File: src/shared/frl_defines.vh
// constants for the flush, refetch and atomic lock block
// assumes 64-bit program memory words of four 16-bit packages
`ifndef FRL_DEFINES_VH
`define FRL_DEFINES_VH
`define FRL_WORD_W 64
`define FRL_PKG_W 16
`define FRL_PKGS 4
`define FRL_ADDR_W 24
`define FRL_ADDR_STEP 24'h000008
`define FRL_LEN_W 2
`define FRL_CNT_W 3
`define FRL_FIFO_DEPTH 16
`define FRL_OP_NONE 3'h0
`define FRL_OP_ATOMIC 3'h1
`define FRL_OP_EXT_REG 3'h2
`define FRL_OP_EXT_PAGE 3'h3
`define FRL_OP_EXT_SEG 3'h4
`define FRL_OP_EXT_PAGE_REG 3'h5
`define FRL_OP_EXT_SEG_REG 3'h6
`endif

File: src/verilog/frl_fifo.v
// parameterised valid/ready fifo for instruction packages
// assumes a single clock and synchronous active-high reset
`timescale 1ns/100ps
`default_nettype none
module frl_fifo #(
  parameter WIDTH = 16,
  parameter DEPTH = 16,
  parameter AW = 4
) (
  input wire clk,
  input wire rst,
  input wire flush,
  input wire in_valid,
  output wire in_ready,
  input wire [WIDTH-1:0] in_data,
  output wire out_valid,
  input wire out_ready,
  output wire [WIDTH-1:0] out_data
);
  reg [WIDTH-1:0] mem [0:DEPTH-1];
  reg [AW-1:0] wr_ff;
  reg [AW-1:0] rd_ff;
  reg [AW:0] cnt_ff;
  wire do_wr;
  wire do_rd;
  assign in_ready = (cnt_ff != DEPTH[AW:0]);
  assign out_valid = (cnt_ff != {(AW+1){1'b0}});
  assign out_data = mem[rd_ff];
  assign do_wr = in_valid && in_ready && !flush;
  assign do_rd = out_valid && out_ready && !flush;
  always @(posedge clk) begin
    if (do_wr) begin
      mem[wr_ff] <= in_data;
    end
  end
  always @(posedge clk) begin
    if (rst || flush) begin
      wr_ff <= {AW{1'b0}};
      rd_ff <= {AW{1'b0}};
      cnt_ff <= {(AW+1){1'b0}};
    end else begin
      if (do_wr) begin
        wr_ff <= wr_ff + 1'b1;
      end
      if (do_rd) begin
        rd_ff <= rd_ff + 1'b1;
      end
      if (do_wr && !do_rd) begin
        cnt_ff <= cnt_ff + 1'b1;
      end else if (do_rd && !do_wr) begin
        cnt_ff <= cnt_ff - 1'b1;
      end
    end
  end
endmodule // frl_fifo
`default_nettype wire

File: src/verilog/frl_top.v
// flush/refetch control and atomic or extend sequence lock
// assumes program memory answers one cycle after the address strobe
// Overview of operation
// - mispredict cancels pipeline and queued instructions
// - refetch restarts at target, old buffers dropped
// - target address sent next cycle, data after
// - memory word is four 16-bit packages
// - straddling target needs second fetch, joined
// - completed target bypasses queue to decode
// - keep prefetching; buffer feeds decode before queue
// - sequence blocks interrupts, transfers, class A traps; code gates only irq_pending
// - two-bit field gives one to four instructions
// - extend instructions alter operand addressing
// - lock effective for very next instruction
// - count each instruction once, regardless of cycles
// - every instruction class is counted
// - class B trap ends sequence, unlocks
// - resumed instructions run unlocked, normal addressing
// - single counter, nested instruction reloads it
`timescale 1ns/100ps
`default_nettype none
`include "frl_defines.vh"
module frl_top #(
  parameter FIFO_DEPTH = `FRL_FIFO_DEPTH,
  parameter FIFO_AW = 4
) (
  input wire clk,
  input wire rst,
  input wire mispredict,
  input wire [`FRL_ADDR_W-1:0] target_addr,
  output reg pmu_req_ff,
  output reg [`FRL_ADDR_W-1:0] pmu_addr_ff,
  input wire pmu_data_valid,
  input wire [`FRL_WORD_W-1:0] pmu_data,
  output reg pipe_cancel_ff,
  output reg dec_valid_ff,
  output reg [2*`FRL_PKG_W-1:0] dec_instr_ff,
  output reg dec_from_buffer_ff,
  input wire dec_ready,
  input wire instr_done,
  input wire [`FRL_CNT_W-1:0] instr_op,
  input wire [`FRL_LEN_W-1:0] sequence_length_field,
  input wire class_b_trap,
  input wire irq_pending,
  output reg irq_lock_ff,
  output reg irq_eligible_ff,
  output reg [`FRL_CNT_W-1:0] ext_mode_ff
);
  localparam ST_IDLE = 2'h0;
  localparam ST_WAIT = 2'h1;
  localparam ST_RUN = 2'h2;
  reg [1:0] state_ff;
  reg [1:0] nxt_state;
  reg [`FRL_PKG_W-1:0] buf_ff [0:`FRL_PKGS-1];
  reg [2:0] buf_cnt_ff;
  reg [1:0] buf_rd_ff;
  reg first_ff;
  reg [`FRL_PKG_W-1:0] half_ff;
  reg half_ok_ff;
  // address moved at the last edge, so the word on the bus is stale
  reg addr_chg_ff;
  reg [`FRL_CNT_W-1:0] seq_cnt_ff;
  reg [`FRL_CNT_W-1:0] nxt_seq_cnt;
  reg [`FRL_CNT_W-1:0] nxt_mode;
  wire fifo_in_ready;
  wire fifo_out_valid;
  wire [`FRL_PKG_W-1:0] fifo_out_data;
  wire fifo_pop;
  wire buf_has;
  wire take_dec;
  wire [`FRL_PKG_W-1:0] buf_head;
  function is_lock_op;
    input [`FRL_CNT_W-1:0] op;
    begin
      is_lock_op = (op >= `FRL_OP_ATOMIC) && (op <= `FRL_OP_EXT_SEG_REG);
    end
  endfunction
  assign buf_has = (buf_cnt_ff != 3'h0);
  assign buf_head = buf_ff[buf_rd_ff];
  assign take_dec = !dec_valid_ff || dec_ready;
  // queue supplies decode only when fetch buffer is empty
  assign fifo_pop = take_dec && !buf_has && !half_ok_ff && (state_ff == ST_RUN);
  frl_fifo #(
    .WIDTH(`FRL_PKG_W),
    .DEPTH(FIFO_DEPTH),
    .AW(FIFO_AW)
  ) u_fifo (
    .clk(clk),
    .rst(rst),
    .flush(mispredict),
    .in_valid(pmu_data_valid && buf_has && (state_ff == ST_RUN) && !take_dec),
    .in_ready(fifo_in_ready),
    .in_data(buf_head),
    .out_valid(fifo_out_valid),
    .out_ready(fifo_pop),
    .out_data(fifo_out_data)
  );
  always @* begin
    nxt_state = state_ff;
    case (state_ff)
      ST_IDLE: nxt_state = ST_IDLE;
      ST_WAIT: if (pmu_data_valid && !addr_chg_ff) nxt_state = ST_RUN;
      ST_RUN: nxt_state = ST_RUN;
      default: nxt_state = ST_IDLE;
    endcase
    if (mispredict) begin
      nxt_state = ST_WAIT;
    end
  end
  // fetch side: address, package buffer, decode hand-off
  always @(posedge clk) begin
    if (rst) begin
      state_ff <= ST_IDLE;
      pmu_req_ff <= 1'b0;
      pmu_addr_ff <= {`FRL_ADDR_W{1'b0}};
      pipe_cancel_ff <= 1'b0;
      dec_valid_ff <= 1'b0;
      dec_instr_ff <= {(2*`FRL_PKG_W){1'b0}};
      dec_from_buffer_ff <= 1'b0;
      buf_cnt_ff <= 3'h0;
      buf_rd_ff <= 2'h0;
      first_ff <= 1'b0;
      half_ff <= {`FRL_PKG_W{1'b0}};
      half_ok_ff <= 1'b0;
      addr_chg_ff <= 1'b0;
    end else begin
      state_ff <= nxt_state;
      pipe_cancel_ff <= mispredict;
      addr_chg_ff <= 1'b0;
      if (take_dec) begin
        dec_valid_ff <= 1'b0;
      end
      if (mispredict) begin
        pmu_req_ff <= 1'b1;
        pmu_addr_ff <= {target_addr[`FRL_ADDR_W-1:3], 3'h0};
        addr_chg_ff <= 1'b1;
        buf_cnt_ff <= 3'h0;
        buf_rd_ff <= target_addr[2:1];
        first_ff <= 1'b1;
        half_ok_ff <= 1'b0;
        dec_valid_ff <= 1'b0;
      end else begin
        // wrong-path or stale words are never captured
        if (pmu_data_valid && (state_ff != ST_IDLE) && !buf_has && !addr_chg_ff) begin
          pmu_addr_ff <= pmu_addr_ff + `FRL_ADDR_STEP;
          addr_chg_ff <= 1'b1;
          // four packages per word
          buf_ff[0] <= pmu_data[15:0];
          buf_ff[1] <= pmu_data[31:16];
          buf_ff[2] <= pmu_data[47:32];
          buf_ff[3] <= pmu_data[63:48];
          buf_cnt_ff <= first_ff ? (3'h4 - {1'b0, buf_rd_ff}) : 3'h4;
          if (!first_ff) begin
            buf_rd_ff <= 2'h0;
          end
        end else if (buf_has && take_dec && state_ff == ST_RUN) begin
          if (first_ff && buf_cnt_ff == 3'h1 && !half_ok_ff) begin
            half_ff <= buf_head;
            half_ok_ff <= 1'b1;
          end else if (half_ok_ff) begin
            dec_valid_ff <= 1'b1;
            dec_instr_ff <= {buf_head, half_ff};
            dec_from_buffer_ff <= 1'b1;
            half_ok_ff <= 1'b0;
            first_ff <= 1'b0;
          end else begin
            dec_valid_ff <= 1'b1;
            dec_instr_ff <= {{`FRL_PKG_W{1'b0}}, buf_head};
            dec_from_buffer_ff <= 1'b1;
            first_ff <= 1'b0;
          end
          buf_cnt_ff <= buf_cnt_ff - 3'h1;
          buf_rd_ff <= buf_rd_ff + 2'h1;
        end else if (buf_has && !take_dec && fifo_in_ready && state_ff == ST_RUN) begin
          buf_cnt_ff <= buf_cnt_ff - 3'h1;
          buf_rd_ff <= buf_rd_ff + 2'h1;
        end
        if (fifo_pop && fifo_out_valid) begin
          dec_valid_ff <= 1'b1;
          dec_instr_ff <= {{`FRL_PKG_W{1'b0}}, fifo_out_data};
          dec_from_buffer_ff <= 1'b0;
        end
      end
    end
  end
  // sequence counter and lock
  always @* begin
    nxt_seq_cnt = seq_cnt_ff;
    nxt_mode = ext_mode_ff;
    if (instr_done) begin
      if (seq_cnt_ff != 3'h0) begin
        nxt_seq_cnt = seq_cnt_ff - 3'h1;
        if (seq_cnt_ff == 3'h1) begin
          nxt_mode = `FRL_OP_NONE;
        end
      end
      if (is_lock_op(instr_op)) begin
        nxt_seq_cnt = {1'b0, sequence_length_field} + 3'h1;
        nxt_mode = (instr_op == `FRL_OP_ATOMIC) ? `FRL_OP_NONE : instr_op;
      end
    end
    if (class_b_trap) begin
      nxt_seq_cnt = 3'h0;
      nxt_mode = `FRL_OP_NONE;
    end
  end
  always @(posedge clk) begin
    if (rst) begin
      seq_cnt_ff <= 3'h0;
      ext_mode_ff <= `FRL_OP_NONE;
      irq_lock_ff <= 1'b0;
      irq_eligible_ff <= 1'b0;
    end else begin
      seq_cnt_ff <= nxt_seq_cnt;
      ext_mode_ff <= nxt_mode;
      irq_lock_ff <= (nxt_seq_cnt != 3'h0);
      irq_eligible_ff <= irq_pending && (nxt_seq_cnt == 3'h0);
    end
  end
endmodule // frl_top
`default_nettype wire

File: config.mk
export PLATFORM = sky130hd
export DESIGN_NAME = frl_top
export DESIGN_NICKNAME = d
export VERILOG_FILES = /design/src/verilog/frl_fifo.v /design/src/verilog/frl_top.v
export VERILOG_INCLUDE_DIRS = /design/src /design/src/shared
export SDC_FILE = /design/constraint.sdc
export NUM_CORES = 1
export LEC_CHECK = 0
export BUFFER_PORTS_ARGS = -buffer_cell sky130_fd_sc_hd__buf_2
export CAP_MARGIN = 20
export CORE_ASPECT_RATIO = 0.7
export CORE_MARGIN = 1.5
export CORE_UTILIZATION = 40
export DETAILED_ROUTE_END_ITERATION = 12
export PLACE_DENSITY = 0.56
export SETUP_SLACK_MARGIN = 0.02
export SYNTH_ARGS = -nofsm -noshare
export SYNTH_HDL_FRONTEND = slang
export SYNTH_SLANG_ARGS = --single-unit
File: constraint.sdc
create_clock -name clk -period 7.7 [get_ports clk]
set_input_delay 0.77 -clock clk [delete_from_list [all_inputs] [get_ports clk]]
set_output_delay 0.77 -clock clk [all_outputs]
set_load 0.05 [all_outputs]
### After elaboration in Yosys (flattened, before gate mapping)

Memories as Yosys holds them, arrays and structs flattened. A register that Yosys moved wholly into a read port is not among the register bits.
Cells that the tools add are included.

* register bits: 107
* bits in writable memories: 320
* bits of input ports: 101
* logic and storage cells: 162
* memories: 2

* add/subtract/negate cells: 10
* magnitude comparators: 2
* eq/ne operators: 13
* multiplexer cells: 54
* bitwise operators: 2
* reduce and logical (&&, ||, !) cells: 57

Memory list
* u_fifo.mem: words 16, bits a word 16, read ports 1, clocked after Yosys merged registers in 1, write ports 1, line frl_fifo.v:20 `reg [WIDTH-1:0] mem [0:DEPTH-1];`
* buf_ff: words 4, bits a word 16, read ports 1, clocked after Yosys merged registers in 1, write ports 4, line frl_top.v:54 `` reg [`FRL_PKG_W-1:0] buf_ff [0:`FRL_PKGS-1]; ``

Operator list (number)
* $mux W32: 5
* $mux W24: 2
* $mux W3: 12
* $logic_and A1 B1 Y1: 25
* $add A24 B4 Y24 const B: 1
* $mux W1: 22
* $mux W2: 8
* $reduce_bool A2 Y1: 7
* $reduce_bool A3 Y1: 4
* $mux W5: 2
* $eq A3 B1 Y1 const B: 3
* $add A4 B1 Y4 const B: 2
* $logic_not A1 Y1: 8
* $mux W4: 2
* $reduce_and A4 Y1: 2
* $ne A2 B2 Y1 const B: 3
* $ne A3 B3 Y1 const B: 2
* $reduce_and A3 Y1: 2
* $sub A3 B1 Y3 const B: 2
* $add A5 B1 Y5 const B: 1
* $ne A5 B5 Y1 const B: 1
* $reduce_bool A5 Y1: 1
* $sub A5 B1 Y5 const B: 1
* $ne A2 B1 Y1 const B: 2
* other kinds (14): 18

### Logic depth before layout (Yosys ltp)

* depth in word-level cells: 12
* depth in mapped cells: 14
* gate-level depth less buffers: 14

### Hierarchy

From an unflattened synthesis, not the netlist that was laid out.

* cell total of the unflattened synthesis: 1103
* area, all modules: 17269.1 um^2

By module, submodules not included
* frl_fifo: instances 1, cells each 509, area each 10561.4 um^2, seq. area each 8027.7 um^2
* frl_top: instances 1, cells each 594, area each 6707.7 um^2, seq. area each 3783.6 um^2

### Worst setup path after synthesis

No wires, ideal clock.

* path type: input -> register
* start: in rst
* end: mem buf_ff[0][0] (netlist name), enable pin
* library setup time: 0.487 ns
* arrival time: 4.113 ns
* data required time: 7.213 ns
* setup slack: 3.101 ns
* cell stages on the path: 5
* path through: clkbuf_1 -> inv_1 -> nand2_1 -> clkbuf_1 -> nor2_1

RTL lines
* start: declaration: line frl_top.v:28 `input wire rst,`
* end: declaration: line frl_top.v:54

### Worst setup path in the final report

* start: reg buf_cnt_ff[0]
* end: reg u_fifo.cnt_ff[4]

* word-level cells in the longest chain between the ends: 10
* elaborated cells between the ends (all ways): 18

RTL lines
* start: declaration: line frl_top.v:55 `reg [2:0] buf_cnt_ff;`
* start signal: assignment: line frl_top.v:152 `buf_cnt_ff <= first_ff ? (3'h4 - {1'b0, buf_rd_ff}) : 3'h4;`
* start signal: assignment: line frl_top.v:172 `buf_cnt_ff <= buf_cnt_ff - 3'h1;`
* start signal: assignment: line frl_top.v:175 `buf_cnt_ff <= buf_cnt_ff - 3'h1;`
* $reduce_bool A3 Y1 *: line frl_top.v:78 `assign buf_has = (buf_cnt_ff != 3'h0);`
* $logic_not A1 Y1: line frl_top.v:82 `assign fifo_pop = take_dec && !buf_has && !half_ok_ff && (state_ff == ST_RUN);`
* $logic_and A1 B1 Y1 (3 in series): line frl_top.v:82
* $logic_and A1 B1 Y1 (2 in series): line frl_fifo.v:30 `assign do_rd = out_valid && out_ready && !flush;`
* $logic_not A1 Y1: line frl_fifo.v:48 `if (do_wr && !do_rd) begin`
* $logic_and A1 B1 Y1: line frl_fifo.v:48
* $mux W5 / $reduce_bool A2 Y1 (equally long branches)
* end signal: assignment: line frl_fifo.v:40 `cnt_ff <= {(AW+1){1'b0}};`
* end signal: assignment: line frl_fifo.v:49 `cnt_ff <= cnt_ff + 1'b1;`
* end signal: assignment: line frl_fifo.v:51 `cnt_ff <= cnt_ff - 1'b1;`
* end: declaration: line frl_fifo.v:23 `reg [AW:0] cnt_ff;`

Mark *: on every way between the ends. The rest lies on a longest branch, timed or not.
A chain may end at the register's enable or synchronous reset.

==> out/metrics.sh <==
POWER-PER-CELL-AREA_nW_PER_UM2=238.5
DIE_W_UM=252.9
CORE.ROWCOUNT=63
NUMBER_OF_ANTENNA_VIOLATIONS_AT_THE_FIRST_CHECK_IN_GLOBAL_ROUTING=0
ROUTEDWLPERCELL_UM=22.09
ENDPOINT_KIND='register'
SYNTH.TOP_CELL.AREA_SHARE=0.5496
SYNTHESIZED_INSTANCE_COUNT=1118
FIN_SETUP_TNS_NS=0
PLACE.PORT_BUFFERS=161
GRT_PASS1_VIAS=10130
POSTSYNTHAREAPERCELL_UM2=15.64
PRE_CTS_SLACK_NS=3.794
STATUS='finished, final reports clean'
AREA.GROWTH.SYNTH_TO_FINAL_PCT=16.07
CTS-BUFFERS-INSERTED=43
FINAL-INSTANCE-COUNT-EXCL-FILL=1902
HOLD_WS_NS=0.3882
FINAL_CRITICAL_PATH_SETUP_SLACK_NS=4.248
FINAL_COMMON_CELL='edfxtp_1'
NUM_ANTENNA_CELLS=0
DETAILROUTE.VIA_COUNT=10150
REG2REG_FROM='buf_cnt_ff[0]'
COREAREA_UM2=42720
CRITICAL-PATH-TOP-DELAY-FAMILY='compound AO/OA/AOI/OAI gates'
CRITICAL_PATH_BUF_INV_COUNT=2
CLOCK_TRANSITION_AT_THE_REGISTERS_OF_THE_REPORTED_PATHS_NS=0.06
MULTIINPUTGATEAREA_UM2=5239
NUMBER_OF_RESIZED_INSTANCES_IN_THE_POST_CTS_REPAIR_STEP=0
TIMING.CRITICAL_PATH.REQUIRED_NS=8.19
R2R_SETUP_SLACK_NS=4.25
POST-ROUTE-CELL-AREA_UM2=20300
CRIT_PATH_TOP_DELAY_CELL='o211a_1'
WORST_SKEW_PAIR.LATE_LATENCY_NS=0.56
SYNTH_SEQ_CELLS=430
WORST_SETUP_PATH_START_KIND='register'
CTS_SETUP_BUFFERS=0
SYNTH_ENABLE_FLOP_CELLS=320
CRIT_PATH_CELL_TRACE='inv_1 -> ha_1 -> and4bb_2 -> o211a_1 -> nand2_1 -> ha_1 -> inv_1 -> ha_1 -> a21o_1 -> a21oi_1 -> xnor2_1 -> or3_1 -> a21oi_1'
SKEW_NS=0.02215
GRT_REMAINING_OVERFLOW=0
SLOWEST_DELAY_NS=0.56
FINALCRITPERIODSHARE=0.4483
YS_WARN_COUNT=0
YOSYS.AREA.TOP_TYPE='edfxtp_1'
CTS_TREE='yes'
SYNTH-SEQ-AREA-SHARE=0.6755
DRT-PASS1-ITER-COUNT=5
FINALSETUPVIOLCOUNT=0
DPL.HPWL_UM=26460
DRTITER0DRC=835
VIAS_PER_CELL=5.336
HOLD_PATH.STARTPOINT='pmu_data[43]'
MAXCLOCKFREQUENCY_GHz=0.2897
MAX_SLEW.WORST_PIN.SLEW_NS=1.079
DIE_AREA_UM2=45000
WIRE_LENGTH_OF_THE_FIRST_GLOBAL_ROUTING_PASS_UM=62740
FILL_CELLS=3780
POST_ROUTE_CELLS_DRIVE_ABOVE_1_SHARE=0.2528
DIE-HEIGHT_UM=177.9
WORST-ENDPOINT-ARRIVAL_NS=3.94
POSTLAYOUTCOREUTIL=0.4750
SYNTH_ASYNC_SR_FLOP_SHARE=0
ROUTE.FINAL.WIRE_LENGTH_UM=42020
INITIAL_CORE_UTIL=0.4093
WORST-SETUP-PATH-TYPE='reg2reg'
SYNTH_FLOP_CELL='edfxtp_1'
FINAL-HOLD-VIOLATION-COUNT=0
SYNTH_CELL_TYPES=65
MAX_CAP_VIOLATIONS=0
PLACE.GP.CONGESTION=0.7576
PLACED_CELLS=1824
CLOCK_TREE.BUFFER_DEPTH=3
GRTUSAGETOTAL=0.1887
HOLD_CRIT_CLASS='in2reg'
NETLIST_TOP_CELLS_AREA='edfxtp_1 55%, dfxtp_1 13%, mux4_2 8.2%'
DESIGN.PORTCOUNT=166
FINAL-SEQ-AREA_UM2=11820
POST-ROUTE-DRC-COUNT=0
CLOCK-ROOT-BUFFER='clkbuf_16'
SETUP_REPAIR_AFTER_GLOBAL_ROUTING_MISSED_ITS_MARGIN='no'
COMMONEST_CELLS_AFTER_ROUTING_FILL_AND_TAPS_ASIDE='320 x edfxtp_1, 161 x buf_2, 108 x dfxtp_1, 87 x nor2_1, 64 x mux4_2'
CRIT_PATH_MAX_FANOUT=16
WORST_IR_DROP_VDD_mV=0.1799
REPORT.POWER.TOTAL_mW=4.841
CRITPATHMOSTFREQUENTCELL='ha_1'
POSTPLACECELLAREA_UM2=18870
TIMING.MAX_SLEW.REL_SLACK=0.2805
CP-STARTPOINT='buf_cnt_ff[0]'
CLOCK_SINKS=430
HTREEDEPTH=2
FINALCRITICALPERIOD_NS=3.452
MAXSLEWVIOLCOUNT=0
HOLD_BUFFERS=0
LARGEST_NET_DEGREE_AT_THE_START_OF_GLOBAL_ROUTING=72
CELLLEAKAGEPOWER_nW=6.909
LAYOUT_NETS=1409
POST_SYNTH_INSTANCE_AREA_UM2=17490
DRTANTENNAVIOLNETS=0
==> worst register-to-register path, stage by stage, from the launching register on <==
cell      delay (ns)
dfxtp_1         0.31
inv_1           0.12
ha_1            0.27
and4bb_2        0.29
o211a_1         0.56
nand2_1         0.19
ha_1            0.29
inv_1           0.16
ha_1            0.29
a21o_1          0.19
a21oi_1         0.19
xnor2_1         0.10
or3_1           0.31
a21oi_1         0.13
==> path summary, 6_finish.rpt <==
check	end	depth (start not counted)
max	u_fifo.cnt_ff[4]	13
min	buf_ff[2][11]	1
max reg2reg	u_fifo.cnt_ff[4]	13
min reg2reg	dec_instr_ff[26]	2
==> where the power goes <==
group	switching (mW)	leakage (nW)	internal, mW
clock	0.880	0.680	1.20
combinational	0.157	2.46	0.0658
sequential	0.0153	3.77	2.52
==> layout make-up <==
type                       count  area share
multi-input combinational    601      0.2581
sequential                   430      0.5822
inverter                      22    0.004069
clock inverter                24     0.01140
tap                          585     0.03606
timing repair buffer         188     0.05141
clock buffer                  52     0.05672
==> registers in the layout, summed over array words and instances, names as in the netlist, 2 cells and up, named ones only <==
register       count
dec_instr_ff      32
u_fifo.wr_ff       4
state_ff           2
buf_rd_ff          2
u_fifo.rd_ff       4
ext_mode_ff        3
half_ff           16
pmu_addr_ff       21
buf_cnt_ff         3
buf_ff            64
seq_cnt_ff         3
u_fifo.cnt_ff      5
u_fifo.mem       256
==> metal layers <==
| metal | share of wire | GRT usage | up-vias |
|---|---|---|---|
| met5 | 0 | 0 | - |
| met4 | 0.023 | 0.05364 | 0 |
| met3 | 0.047 | 0.03051 | 66 |
| met2 | 0.45 | 0.2872 | 232 |
| met1 | 0.48 | 0.2794 | 5177 |
| li1 | - | - | 4675 |
==> cells in the mapped netlist (all sizes together), types with 9 or more instances <==
cell type	number
o21ai	16
a21oi	47
dfxtp	110
xor2	9
xnor2	20
a211oi	24
clkbuf	28
edfxtp	320
buf	39
nor2	88
and2	15
nand3	35
mux2i	62
mux4	74
ha	21
inv	22
nand2	60
nor3	22
==> kinds of logic after synthesis <==
| group | after synthesis | share of synthesized area |
|---|---|---|
| flops | 430 | 0.6755 |
| buf+inv | 89 | 0.02576 |
| mux | 136 | 0.1330 |
| fa+ha+maj | 22 | 0.01617 |
| xor+xnor | 29 | 0.01453 |
| other cells | 1 | 0.0002145 |
| compound gates | 142 | 0.05624 |
| simple gates | 269 | 0.07864 |
Note: power is estimated with default switching activity, not from simulation.
